--- src/hw/gtr_defs.svh ---
// Offsets, field positions, reset values and timing counts for the grid transfer relay block
`ifndef GTR_DEFS_SVH
`define GTR_DEFS_SVH
// Held at 64 bits so the cycle products below do not wrap
`define GTR_CLK_HZ 64'h000000000bebc200
`define GTR_LBX_QUAL_S 10
`define GTR_LBX_QUAL_CYC (`GTR_LBX_QUAL_S * `GTR_CLK_HZ)
`define GTR_LCR_REACT_S 2
`define GTR_LCR_REACT_CYC (`GTR_LCR_REACT_S * `GTR_CLK_HZ)
`define GTR_MIN_S 60
`define GTR_MIN_CYC (`GTR_MIN_S * `GTR_CLK_HZ)
`define GTR_ADDR_CTRL 4'h0
`define GTR_ADDR_HBX 4'h1
`define GTR_ADDR_LBX 4'h2
`define GTR_ADDR_CUTOUT 4'h3
`define GTR_ADDR_TIMER 4'h4
`define GTR_ADDR_LCR 4'h5
`define GTR_ADDR_CCR 4'h6
`define GTR_ADDR_DELAY 4'h7
`define GTR_ADDR_STATUS 4'h8
`define GTR_CTRL_MODE_BIT 0
`define GTR_CTRL_FAULT_BIT 1
`define GTR_CTRL_SILENT_BIT 2
`define GTR_CTRL_RST 3'h0
`endif

--- src/hw/gtr_pkg.sv ---
// Types shared by the grid transfer relay block
package gtr_pkg;
  typedef enum logic {GTR_STANDBY, GTR_BATT_XFER} gtr_mode_t;
  typedef enum logic [1:0] {GTR_ON_INV, GTR_ON_GRID, GTR_GRID_WAIT} gtr_xfer_t;
endpackage

--- src/hw/gtr_tick_if.sv ---
// Qualification timer request and status carried between top and counter
`timescale 1ns/1ps
interface gtr_tick_if #(parameter int W = 40);
  logic cond;
  logic [W-1:0] limit;
  logic done;
  modport ctl (output cond, output limit, input done);
  modport tmr (input cond, input limit, output done);
endinterface

--- src/hw/gtr_qual_timer.sv ---
// Qualification counter: condition must hold for limit cycles
`timescale 1ns/1ps
module gtr_qual_timer #(
  parameter int W = 40
) (
  input wire logic ref_clk,
  input wire logic sys_rst,
  input wire logic clk_en,
  gtr_tick_if.tmr q
);
  logic [W-1:0] cnt_r;
  always_ff @(posedge ref_clk) begin
    if (sys_rst) begin
      cnt_r <= '0;
    end else if (clk_en) begin
      if (!q.cond) begin
        cnt_r <= '0;
      end else if (cnt_r < q.limit) begin
        cnt_r <= cnt_r + 1'b1;
      end
    end
  end
  assign q.done = q.cond && (cnt_r >= q.limit);
endmodule

--- src/hw/gtr_top.sv ---
// Grid transfer decision, grid usage timer and auxiliary relay drives
//
// Summary of operation
// - Two grid modes; standby backup after reset
// - Standby: grid maintains battery, else invert
// - Transfer mode: battery until low threshold, then grid
// - Low threshold must hold ten seconds
// - Back to inverter at high threshold, immediately
// - Transfer mode never charges from grid
// - Thresholds use uncompensated volts, transfer mode only
// - Thresholds clamped between battery cut-out levels
// - Begin time opens grid; charge or silent
// - Times held as 24-hour hour and minute
// - Equal begin and end disables timer
// - End time closes grid; standby mode only
// - Relays run whether inverter on or off
// - Load relay energizes after two-second delay
// - Load relay drops after minutes below threshold
// - Charge relay energizes after compensated delay
// - Fault relay: error or cooldown drive
// - Charge relay drops immediately at threshold
//
// Register access over Avalon-MM and the placing of the registers were chosen for this implementation.
`timescale 1ns/1ps
`include "gtr_defs.svh"
module gtr_top #(
  parameter int VW = 16,
  parameter longint LBX_QUAL_CYC = `GTR_LBX_QUAL_CYC,
  parameter longint LCR_REACT_CYC = `GTR_LCR_REACT_CYC,
  parameter longint MIN_CYC = `GTR_MIN_CYC
) (
  input wire logic ref_clk,
  input wire logic sys_rst,
  input wire logic clk_en,
  input wire logic [3:0] avs_address,
  input wire logic avs_read,
  input wire logic avs_write,
  input wire logic [31:0] avs_writedata,
  output logic [31:0] avs_readdata,
  output logic avs_waitrequest,
  input wire logic [VW-1:0] batt_volts,
  input wire logic [VW-1:0] batt_comp_volts,
  input wire logic grid_present,
  input wire logic grid_in_tol,
  input wire logic [4:0] tod_hour,
  input wire logic [5:0] tod_min,
  input wire logic inv_output_ok,
  input wire logic cooldown_req,
  output logic grid_connect,
  output logic grid_charge,
  output logic grid_silent,
  output logic load_control_relay,
  output logic charge_control_relay,
  output logic output_fault_relay
);
  localparam int TW = 48;
  initial begin
    if (VW < 1 || VW > 16) $error("gtr_top: VW must be 1..16");
    if (LBX_QUAL_CYC < 1 || LCR_REACT_CYC < 1 || MIN_CYC < 1) $error("gtr_top: counts must be positive");
  end

  // Registers
  logic [2:0] ctrl_r;
  logic [VW-1:0] high_transfer_volts_r, low_transfer_volts_r;
  logic [VW-1:0] hi_cut_r, lo_cut_r;
  logic [10:0] begin_hm_r, end_hm_r;
  logic [VW-1:0] lcr_on_r, lcr_off_r, ccr_on_r, ccr_off_r;
  logic [7:0] lcr_dly_min_r, ccr_dly_min_r;
  logic ack_r;

  function automatic logic [VW-1:0] clamp_v(input logic [VW-1:0] v, input logic [VW-1:0] lo,
                                             input logic [VW-1:0] hi);
    if (v > hi) return hi;
    if (v < lo) return lo;
    return v;
  endfunction

  // Hour 0..23, minute 0..59; out-of-range writes saturate
  function automatic logic [10:0] hm_pack(input logic [31:0] d);
    logic [4:0] h;
    logic [5:0] m;
    h = (d[12:8] > 5'd23) ? 5'd23 : d[12:8];
    m = (d[5:0] > 6'd59) ? 6'd59 : d[5:0];
    return {h, m};
  endfunction

  function automatic logic [10:0] hm_minutes(input logic [10:0] hm);
    return 11'(hm[10:6]) * 11'h03c + 11'(hm[5:0]);
  endfunction

  // One-cycle wait state: requests are answered on the second edge
  wire logic bus_req = avs_read || avs_write;
  assign avs_waitrequest = bus_req && !ack_r;
  wire logic wr_go = avs_write && ack_r;
  always_ff @(posedge ref_clk) begin
    if (sys_rst) begin
      ack_r <= 1'b0;
    end else if (clk_en) begin
      ack_r <= bus_req && !ack_r;
    end
  end

  always_ff @(posedge ref_clk) begin
    if (sys_rst) begin
      ctrl_r <= `GTR_CTRL_RST;
    end else if (clk_en && wr_go && avs_address == `GTR_ADDR_CTRL) begin
      ctrl_r <= avs_writedata[2:0];
    end
  end

  always_ff @(posedge ref_clk) begin
    if (sys_rst) begin
      hi_cut_r <= '1;
      lo_cut_r <= '0;
    end else if (clk_en && wr_go && avs_address == `GTR_ADDR_CUTOUT) begin
      hi_cut_r <= avs_writedata[16 +: VW];
      lo_cut_r <= avs_writedata[0 +: VW];
    end
  end

  always_ff @(posedge ref_clk) begin
    if (sys_rst) begin
      high_transfer_volts_r <= '1;
      low_transfer_volts_r <= '0;
    end else if (clk_en) begin
      if (wr_go && avs_address == `GTR_ADDR_HBX) begin
        high_transfer_volts_r <= clamp_v(avs_writedata[VW-1:0], lo_cut_r, hi_cut_r);
      end else if (wr_go && avs_address == `GTR_ADDR_LBX) begin
        low_transfer_volts_r <= clamp_v(avs_writedata[VW-1:0], lo_cut_r, hi_cut_r);
      end
    end
  end

  always_ff @(posedge ref_clk) begin
    if (sys_rst) begin
      begin_hm_r <= '0;
      end_hm_r <= '0;
    end else if (clk_en && wr_go && avs_address == `GTR_ADDR_TIMER) begin
      begin_hm_r <= hm_pack({19'h0, avs_writedata[12:0]});
      end_hm_r <= hm_pack({19'h0, avs_writedata[28:16]});
    end
  end

  always_ff @(posedge ref_clk) begin
    if (sys_rst) begin
      lcr_on_r <= '1;
      lcr_off_r <= '0;
      ccr_on_r <= '1;
      ccr_off_r <= '0;
      lcr_dly_min_r <= 8'h01;
      ccr_dly_min_r <= 8'h01;
    end else if (clk_en && wr_go) begin
      if (avs_address == `GTR_ADDR_LCR) begin
        lcr_on_r <= avs_writedata[16 +: VW];
        lcr_off_r <= avs_writedata[0 +: VW];
      end
      if (avs_address == `GTR_ADDR_CCR) begin
        ccr_on_r <= avs_writedata[16 +: VW];
        ccr_off_r <= avs_writedata[0 +: VW];
      end
      if (avs_address == `GTR_ADDR_DELAY) begin
        lcr_dly_min_r <= avs_writedata[7:0];
        ccr_dly_min_r <= avs_writedata[15:8];
      end
    end
  end

  // Grid usage window
  logic [10:0] now_m, beg_m, end_m;
  logic timer_en, in_window;
  gtr_pkg::gtr_mode_t mode;
  assign mode = ctrl_r[`GTR_CTRL_MODE_BIT] ? gtr_pkg::GTR_BATT_XFER : gtr_pkg::GTR_STANDBY;
  always_comb begin
    now_m = hm_minutes({tod_hour, tod_min});
    beg_m = hm_minutes(begin_hm_r);
    end_m = hm_minutes(end_hm_r);
    timer_en = (beg_m != end_m);
    if (!timer_en) begin
      in_window = 1'b1;
    end else if (beg_m < end_m) begin
      in_window = (now_m >= beg_m) && (now_m < end_m);
    end else begin
      in_window = (now_m >= beg_m) || (now_m < end_m); // Window spans midnight
    end
  end

  // Qualification timers
  gtr_tick_if #(.W(TW)) lbx_q ();
  gtr_tick_if #(.W(TW)) lcr_on_q ();
  gtr_tick_if #(.W(TW)) lcr_off_q ();
  gtr_tick_if #(.W(TW)) ccr_on_q ();
  logic xfer_active;
  gtr_pkg::gtr_xfer_t xst_r;
  assign xfer_active = (mode == gtr_pkg::GTR_BATT_XFER);
  assign lbx_q.cond = xfer_active && (xst_r == gtr_pkg::GTR_ON_INV) &&
                      (batt_volts <= low_transfer_volts_r);
  assign lbx_q.limit = TW'(LBX_QUAL_CYC);
  assign lcr_on_q.cond = (batt_volts >= lcr_on_r) && !load_control_relay;
  assign lcr_on_q.limit = TW'(LCR_REACT_CYC);
  assign lcr_off_q.cond = (batt_volts <= lcr_off_r) && load_control_relay;
  assign lcr_off_q.limit = TW'(MIN_CYC) * TW'(lcr_dly_min_r);
  assign ccr_on_q.cond = (batt_comp_volts >= ccr_on_r) && !charge_control_relay;
  assign ccr_on_q.limit = TW'(MIN_CYC) * TW'(ccr_dly_min_r);

  gtr_qual_timer #(.W(TW)) u_lbx (.ref_clk(ref_clk), .sys_rst(sys_rst), .clk_en(clk_en), .q(lbx_q));
  gtr_qual_timer #(.W(TW)) u_lcr_on (.ref_clk(ref_clk), .sys_rst(sys_rst), .clk_en(clk_en), .q(lcr_on_q));
  gtr_qual_timer #(.W(TW)) u_lcr_off (.ref_clk(ref_clk), .sys_rst(sys_rst), .clk_en(clk_en), .q(lcr_off_q));
  gtr_qual_timer #(.W(TW)) u_ccr_on (.ref_clk(ref_clk), .sys_rst(sys_rst), .clk_en(clk_en), .q(ccr_on_q));

  // Transfer state for battery transfer mode
  always_ff @(posedge ref_clk) begin
    if (sys_rst) begin
      xst_r <= gtr_pkg::GTR_ON_INV;
    end else if (clk_en) begin
      if (!xfer_active) begin
        xst_r <= gtr_pkg::GTR_ON_INV;
      end else begin
        case (xst_r)
          gtr_pkg::GTR_ON_INV: begin
            if (lbx_q.done) xst_r <= gtr_pkg::GTR_ON_GRID;
          end
          gtr_pkg::GTR_ON_GRID: begin
            if (batt_volts >= high_transfer_volts_r) xst_r <= gtr_pkg::GTR_ON_INV;
          end
          default: xst_r <= gtr_pkg::GTR_ON_INV;
        endcase
      end
    end
  end

  // Decision outputs; grid availability is required to pass through
  always_ff @(posedge ref_clk) begin
    if (sys_rst) begin
      grid_connect <= 1'b0;
      grid_charge <= 1'b0;
      grid_silent <= 1'b0;
    end else if (clk_en) begin
      if (xfer_active) begin
        grid_connect <= (xst_r == gtr_pkg::GTR_ON_GRID) && grid_present;
        grid_charge <= 1'b0;
        grid_silent <= 1'b0;
      end else begin
        grid_connect <= grid_present && grid_in_tol && in_window;
        grid_charge <= grid_present && grid_in_tol && in_window && !ctrl_r[`GTR_CTRL_SILENT_BIT];
        grid_silent <= grid_present && grid_in_tol && in_window && ctrl_r[`GTR_CTRL_SILENT_BIT];
      end
    end
  end

  // Relays ignore inverter on/off state
  always_ff @(posedge ref_clk) begin
    if (sys_rst) begin
      load_control_relay <= 1'b0;
      charge_control_relay <= 1'b0;
      output_fault_relay <= 1'b0;
    end else if (clk_en) begin
      if (lcr_on_q.done) load_control_relay <= 1'b1;
      else if (lcr_off_q.done) load_control_relay <= 1'b0;
      if (batt_comp_volts <= ccr_off_r) charge_control_relay <= 1'b0;
      else if (ccr_on_q.done) charge_control_relay <= 1'b1;
      // Cooldown drive opens the shared contactor while the request stands
      output_fault_relay <= ctrl_r[`GTR_CTRL_FAULT_BIT] ? !cooldown_req : inv_output_ok;
    end
  end

  // Read data registered at the first edge, ready for the answering edge
  always_ff @(posedge ref_clk) begin
    if (sys_rst) begin
      avs_readdata <= '0;
    end else if (clk_en && avs_read && !ack_r) begin
      case (avs_address)
        `GTR_ADDR_CTRL: avs_readdata <= {29'h0, ctrl_r};
        `GTR_ADDR_HBX: avs_readdata <= 32'(high_transfer_volts_r);
        `GTR_ADDR_LBX: avs_readdata <= 32'(low_transfer_volts_r);
        `GTR_ADDR_CUTOUT: avs_readdata <= (32'(hi_cut_r) << 16) | 32'(lo_cut_r);
        `GTR_ADDR_TIMER: avs_readdata <= {3'h0, end_hm_r[10:6], 2'h0, end_hm_r[5:0],
                                          3'h0, begin_hm_r[10:6], 2'h0, begin_hm_r[5:0]};
        `GTR_ADDR_LCR: avs_readdata <= (32'(lcr_on_r) << 16) | 32'(lcr_off_r);
        `GTR_ADDR_CCR: avs_readdata <= (32'(ccr_on_r) << 16) | 32'(ccr_off_r);
        `GTR_ADDR_DELAY: avs_readdata <= {16'h0, ccr_dly_min_r, lcr_dly_min_r};
        `GTR_ADDR_STATUS: avs_readdata <= {24'h0, timer_en, in_window, xst_r == gtr_pkg::GTR_ON_GRID,
                                           output_fault_relay, charge_control_relay, load_control_relay,
                                           grid_charge, grid_connect};
        default: avs_readdata <= 32'h0;
      endcase
    end
  end
endmodule
--- config.mk ---
export PLATFORM = sky130hd
export DESIGN_NAME = gtr_top
export DESIGN_NICKNAME = d
export VERILOG_FILES = /design/src/hw/gtr_pkg.sv /design/src/hw/gtr_tick_if.sv /design/src/hw/gtr_qual_timer.sv /design/src/hw/gtr_top.sv
export VERILOG_INCLUDE_DIRS = /design/src /design/src/hw
export SDC_FILE = /design/constraint.sdc
export NUM_CORES = 2
export LEC_CHECK = 0
export BUFFER_PORTS_ARGS = -buffer_cell sky130_fd_sc_hd__buf_4
export CORE_MARGIN = 4
export CORE_UTILIZATION = 40
export CTS_BUF_LIST = sky130_fd_sc_hd__clkbuf_4
export DETAILED_ROUTE_END_ITERATION = 16
export GPL_TIMING_DRIVEN = 0
export HOLD_SLACK_MARGIN = 0.15
export PLACE_DENSITY = 0.6
export SYNTH_ARGS = -nofsm -noshare
export SYNTH_HDL_FRONTEND = slang
export SYNTH_SLANG_ARGS = --single-unit
--- constraint.sdc ---
create_clock -name ref_clk -period 15.5 [get_ports ref_clk]
set_clock_uncertainty 0.1 [all_clocks]
set_input_delay 2.325 -clock ref_clk [delete_from_list [all_inputs] [get_ports ref_clk]]
set_output_delay 2.325 -clock ref_clk [all_outputs]
set_load 0.02 [all_outputs]
After elaboration in Yosys (flattened, before gate mapping)
Index checks and enable logic that the tools add are counted.
W data, S select, Z words.
{ "op_classes": {"mux": 52, "bitwise": 4, "n_eq_ne": 16, "n_lt_le_gt_ge": 23, "mul": 5, "reduce_logical": 48, "n_addsub": 7} }
{ "op_table": {"columns": ["op", "n"], "rows": [
  ["$mux W48", 8],
  ["$pmux W32 S9", 1],
  ["$add A48 B1 Y48 const B", 4],
  ["$ge A48 B42 Y1", 2],
  ["$lt A48 B42 Y1", 2],
  ["$mux W16", 6],
  ["$or A32 B16 Y32", 3],
  ["$mul A23 B8 Y31 const A", 2],
  ["$ge A16 B16 Y1", 3],
  ["$ge A48 B29 Y1 const B", 1],
  ["$ge A48 B31 Y1 const B", 1],
  ["$le A16 B16 Y1", 3],
  ["$lt A48 B29 Y1 const B", 1],
  ["$lt A48 B31 Y1 const B", 1],
  ["$add A11 B6 Y11", 3],
  ["$mux W1", 29],
  ["$mul A5 B4 Y9 const B", 3],
  ["$logic_and A1 B1 Y1", 25],
  ["$lt A11 B11 Y1", 2],
  ["$reduce_and A2 Y1", 10],
  ["$eq A4 B3 Y1 const B", 4],
  ["$gt A16 B16 Y1", 1],
  ["$lt A16 B16 Y1", 1],
  ["$gt A6 B6 Y1 const B", 2],
  ["other kinds (20)", 37]
]} }
{ "word_totals": {"elab_cells": 181, "in_bits": 88, "register_bits": 402} }

Longest topological paths before layout
{ "logic_depth": {"ltp_word": 13, "mapped_depth": 29, "mapped_depth_nobuf": 27} }

Hierarchy
A second synthesis with hierarchy kept.
{ "unflattened": {"hier_cells": 4585, "area_unflattened_um2": 35965.7} }
{ "modules_own_cells": {"columns": ["module", "cells_per_inst", "seq_area_each_um2", "n_inst", "area_each_um2"], "rows": [
  ["gtr_top", 2469, 4184.0, 1, 20125.6],
  ["gtr_qual_timer", 529, 960.9, 4, 3960.0]
]} }

Worst setup path before layout
Ideal clock, no wire load.
{ "synth_path": {"path_kind": "register to register", "start": "reg ccr_dly_min_r[5]", "end": "reg u_ccr_on.cnt_r[12]", "t_required_ns": 15.279, "arrival_ns": 6.565, "path_slack_ns": 8.714, "stages_incl_launch_ff": 28, "path_cell_list": "dfxtp_1 inv_1 fa_1 fa_1 fa_1 fa_1 inv_1 ha_1 a21oi_1 o21ai_0 o211ai_1 nand2_1 a21o_1 a21o_1 a21o_1 a21oi_1 xor2_1 ha_1 a21o_1 a21o_1 a21oi_1 o211ai_1 o21a_1 a211oi_2 nor2_1 clkbuf_1 nor3_1 mux2_2"} }
{ "synth_via": {"elab_chain_cells": 4} }
{ "synth_rtl": {"columns": ["element", "line_no", "text"], "rows": [
  ["start, declared", "gtr_top.sv:68", "logic [7:0] lcr_dly_min_r, ccr_dly_min_r;"],
  ["start signal, assigned", "gtr_top.sv:163", "ccr_dly_min_r <= avs_writedata[15:8];"],
  ["$mul A23 B8 Y31", "gtr_top.sv:203", "assign ccr_on_q.limit = TW'(MIN_CYC) * TW'(ccr_dly_min_r);"],
  ["$lt A48 B42 Y1", "gtr_qual_timer.sv:18", "end else if (cnt_r < q.limit) begin"],
  ["$ne A2 B2 Y1 (no line)", null, null],
  ["$reduce_and A2 Y1 (no line)", null, null],
  ["end signal, assigned", "gtr_qual_timer.sv:19", "cnt_r <= cnt_r + 1'b1;"],
  ["end, declared", "gtr_qual_timer.sv:11", "logic [W-1:0] cnt_r;"]
]} }
No other way between the ends.
A chain may end at the register's enable or synchronous reset.

Final worst setup path
{ "layout_path": {"start": "reg lcr_dly_min_r[5]", "end": "reg u_lcr_off.cnt_r[34]"} }
{ "layout_via": {"elab_chain_cells": 4} }
{ "layout_rtl": {"columns": ["element", "line_no", "text"], "rows": [
  ["start, declared", "gtr_top.sv:68", null],
  ["start signal, assigned", "gtr_top.sv:162", "lcr_dly_min_r <= avs_writedata[7:0];"],
  ["$mul A23 B8 Y31", "gtr_top.sv:201", "assign lcr_off_q.limit = TW'(MIN_CYC) * TW'(lcr_dly_min_r);"],
  ["$lt A48 B42 Y1", "gtr_qual_timer.sv:18", null],
  ["$ne A2 B2 Y1 (no line)", null, null],
  ["$reduce_and A2 Y1 (no line)", null, null],
  ["end signal, assigned", "gtr_qual_timer.sv:19", null],
  ["end, declared", "gtr_qual_timer.sv:11", null]
]} }
No other way between the ends.

==> out/results.txt <==
Min-delay worst type: reg -> reg
Main synth FF type: dfxtp_1
Grt ovf: 0
Starting Density: 40.51%
Die ar.: 80,230 sq um
1st-pass router iterations: 6
Final Critical Period: 8.477 ns
Count leader, synth: ha_1
Final WL: 98.03 mm
Worst reg2reg setup slack: 7.02 ns
Synth cell count leaders: ha_1, inv_1, dfxtp_1
Avg WL per Cell: 19.79 microns
Max Clk Rate: 118.0 MHz
Max-slew violation count: 0
Port Buf Inserts: 119
GP Congestion: 0.9614
Largest net degree at the start of global routing: 18
Floorplan Core Area: 74,820 sq um
Die X: 283.3 microns
I/O pins: 127
Synth top area share: 26.49%
RSZ-0062 raised after global routing: no
Netlist cell types: 80
Seq/Total Area, Yosys: 26.49%
Critical path launch point type: flip-flop
WP data required: 16.16 ns
CP Launch Point: lcr_dly_min_r[5]$_SDFFE_PP0P_
Post-synth ARST share: 0%
Worst VDD drop: 0.00007021 V
Post-synth EDFFs: 0
Maximum root-to-sink buffer count: 3
Num CTS Buffers: 112
Post-route cell area: 33,820 sq um
Initial antenna violation count: 7
Iter 0 DRT Violations: 2,112
Vias/cell: 5.557
Clk root buf: clkbuf_4
PwrDens: 68.04 nW/um^2
Final Setup Violations: 0
Hpwl dp: 77.42 mm
Period utilization: 54.69%
Hold Startpoint: u_lcr_off.cnt_r[44]$_SDFFE_PP0P_
Layout cells sized above 1: 8.750%
First-pass GRT wire length: 151.4 mm
Rel. slew slack: 11.38%
Total GRT Usage: 23.72%
Sink Count: 401
Post-synthesis cell count: 3,663
Synth-to-layout area growth: 11.59%
Die extent in y: 283.3 microns
Crit path arrival time: 9.14 ns
Worst-Skew Late Latency: 0.94 ns
FF-to-FF path depth: 26
Via count: 27,525
R2R Path End: u_lcr_off.cnt_r[34]$_SDFFE_PP0P_
RR Startpoint: lcr_dly_min_r[5]$_SDFFE_PP0P_
CTS tree: yes
MaxCap Viol Count: 0
Yosys top cell by area: dfxtp_1
Worst Setup End Kind: flip-flop
Synth Net Count: 4,280
Setup Crit Path Kind: reg -> reg
Yosys reg bits: 401
Leakage: 15.01 nW
Dpl cell area: 32,430 sq um
Hold Violations, Final: 0
H-Tree Depth: 3
Post-CTS Resized: 0
Reg clk slew, reported paths: 0.07 ns
Area contributors post-synth: dfxtp_1, ha_1, fa_1
FP Rows: 100
Critical Path Sink: u_lcr_off.cnt_r[34]$_SDFFE_PP0P_
DRC Markers: 0
Largest fanout on the critical path: 10
Status: finished clean
Synth warn: 0
Hold buffers post-CTS: 0
Filler cell count: 7,556
Antenna violation net count after detailed routing: 0
Post-Syn Area per Cell: 8.274 sq um
Post-CTS Setup Inserts: 0
Worst Max-Slew Pin Slew: 1.319 ns
Vias in the first global route: 26,550
Post-Syn Area: 30,310 sq um
Setup TNS: 0 ns
Final net count: 4,515
==> routing by layer <==
metal  part of all wire (%)  global-route usage, %  vias to the layer above  routed length (microns)
li1                       -                      -                    13444                        -
met1                     44                  31.38                    12992                    43090
met2                     45                  37.82                      869                    44230
met3                    6.3                  4.244                      220                     6173
met4                    4.6                  10.71                        0                     4537
met5                      0                      0                        -                        0
==> registers in the layout, summed over array words and instances, names as in the netlist, 32 cells and up <==
signal,count
u_lcr_off.cnt_r,48
u_lbx.cnt_r,48
u_lcr_on.cnt_r,48
avs_readdata,32
u_ccr_on.cnt_r,48
==> logic make-up after synthesis <==
group / count (synthesis) / share of synthesized area [%]
AOI/OAI and AO/OA: 842 / 18.34
xor gates and xnor gates: 168 / 4.855
adders and majority gates: 529 / 24.17
buffers and inverters: 570 / 7.080
DFF: 401 / 26.49
muxes: 37 / 1.234
and+or+nand+nor: 1116 / 17.83
==> critical path, stage by stage (launching register included) <==
cell and delay (ns):
dfxtp_1 0.64, inv_1 0.19, fa_1 0.63, fa_1 0.46, fa_1 0.52, fa_1 0.55, inv_1 0.05, ha_1 0.35
o21ai_0 0.10, o21bai_1 0.12, o211ai_1 0.34, o32ai_1 0.23, o41ai_1 0.63, o21ai_0 0.24, o21ai_0 0.19, nand2b_1 0.08
xnor2_1 0.16, ha_1 0.30, nand4_1 0.06, or2_2 0.29, nor3_1 0.29, a21oi_1 0.22, a21oi_1 0.76, clkbuf_1 0.46
nor4_1 0.14, xnor2_1 0.17, nor2_1 0.05
==> how the worst min path moves through the flow <==
stage / endpoint / slack [ns] / cells past startpoint
4_1_cts: u_lcr_off.cnt_r[44]$_SDFFE_PP0P_ / 0.33 / 2
5_1_grt: u_lcr_off.cnt_r[43]$_SDFFE_PP0P_ / 0.35 / 2
2_1_floorplan: u_lcr_off.cnt_r[46]$_SDFFE_PP0P_ / 0.31 / 2
3_3_place_gp: u_lcr_off.cnt_r[44]$_SDFFE_PP0P_ / 0.32 / 2
3_5_place_dp: u_lcr_off.cnt_r[44]$_SDFFE_PP0P_ / 0.32 / 2
6_report: u_lcr_off.cnt_r[44]$_SDFFE_PP0P_ / 0.33 / 2
==> cells in the final DEF, fill, tap and decap left out, drive strengths merged, types with 43 or more instances in the layout <==
cell    instances
ha            435
inv           430
dfxtp         401
nand2         372
a21oi         288
clkbuf        286
nor2          238
buf           132
o21ai         102
fa             94
xnor2          87
nand3          86
xor2           81
a21o           80
o211ai         75
nand4          69
a22oi          57
nor4           56
nor3           51
and3           50
and2           43
==> final cells by class <==
class                           instances  area (sq um)  area share (%)
Antenna cell                            7         17.52         0.05180
Buffer                                142         539.3           1.595
Clock buffer                          155          1164           3.441
Clock inverter                         38         201.4          0.5957
Inverter                              428          1607           4.750
Multi-Input combinational cell       2692         20140           59.57
Sequential cell                       401          8028           23.74
Tap cell                              969          1212           3.585
Timing Repair Buffer                  121         905.9           2.679
==> power by group <==
| group | total [mW] | switching, mW | internal (mW) |
|---|---|---|---|
| clock network | 0.962 | 0.483 | 0.478 |
| logic | 0.301 | 0.187 | 0.114 |
| registers | 1.04 | 0.00482 | 1.03 |
| total | 2.30 | 0.675 | 1.63 |
==> metrics by stage <==
step           total power [mW]  setup slack, ns  instances  utilization (%)  hold WS [ns]
2_1_floorplan             1.248            8.714       3663                -        0.3080
3_3_place_gp              1.354            7.168       4751            43.32        0.3168
3_5_place_dp              1.357            7.131       4752            43.34        0.3209
4_1_cts                   2.320            7.089       4945            45.17        0.3309
5_1_grt                   2.411            6.424       4951            45.19        0.3500
6_report                  2.301            7.023       4953            45.20        0.3286
No activity file was read; power rests on OpenSTA's default activity.
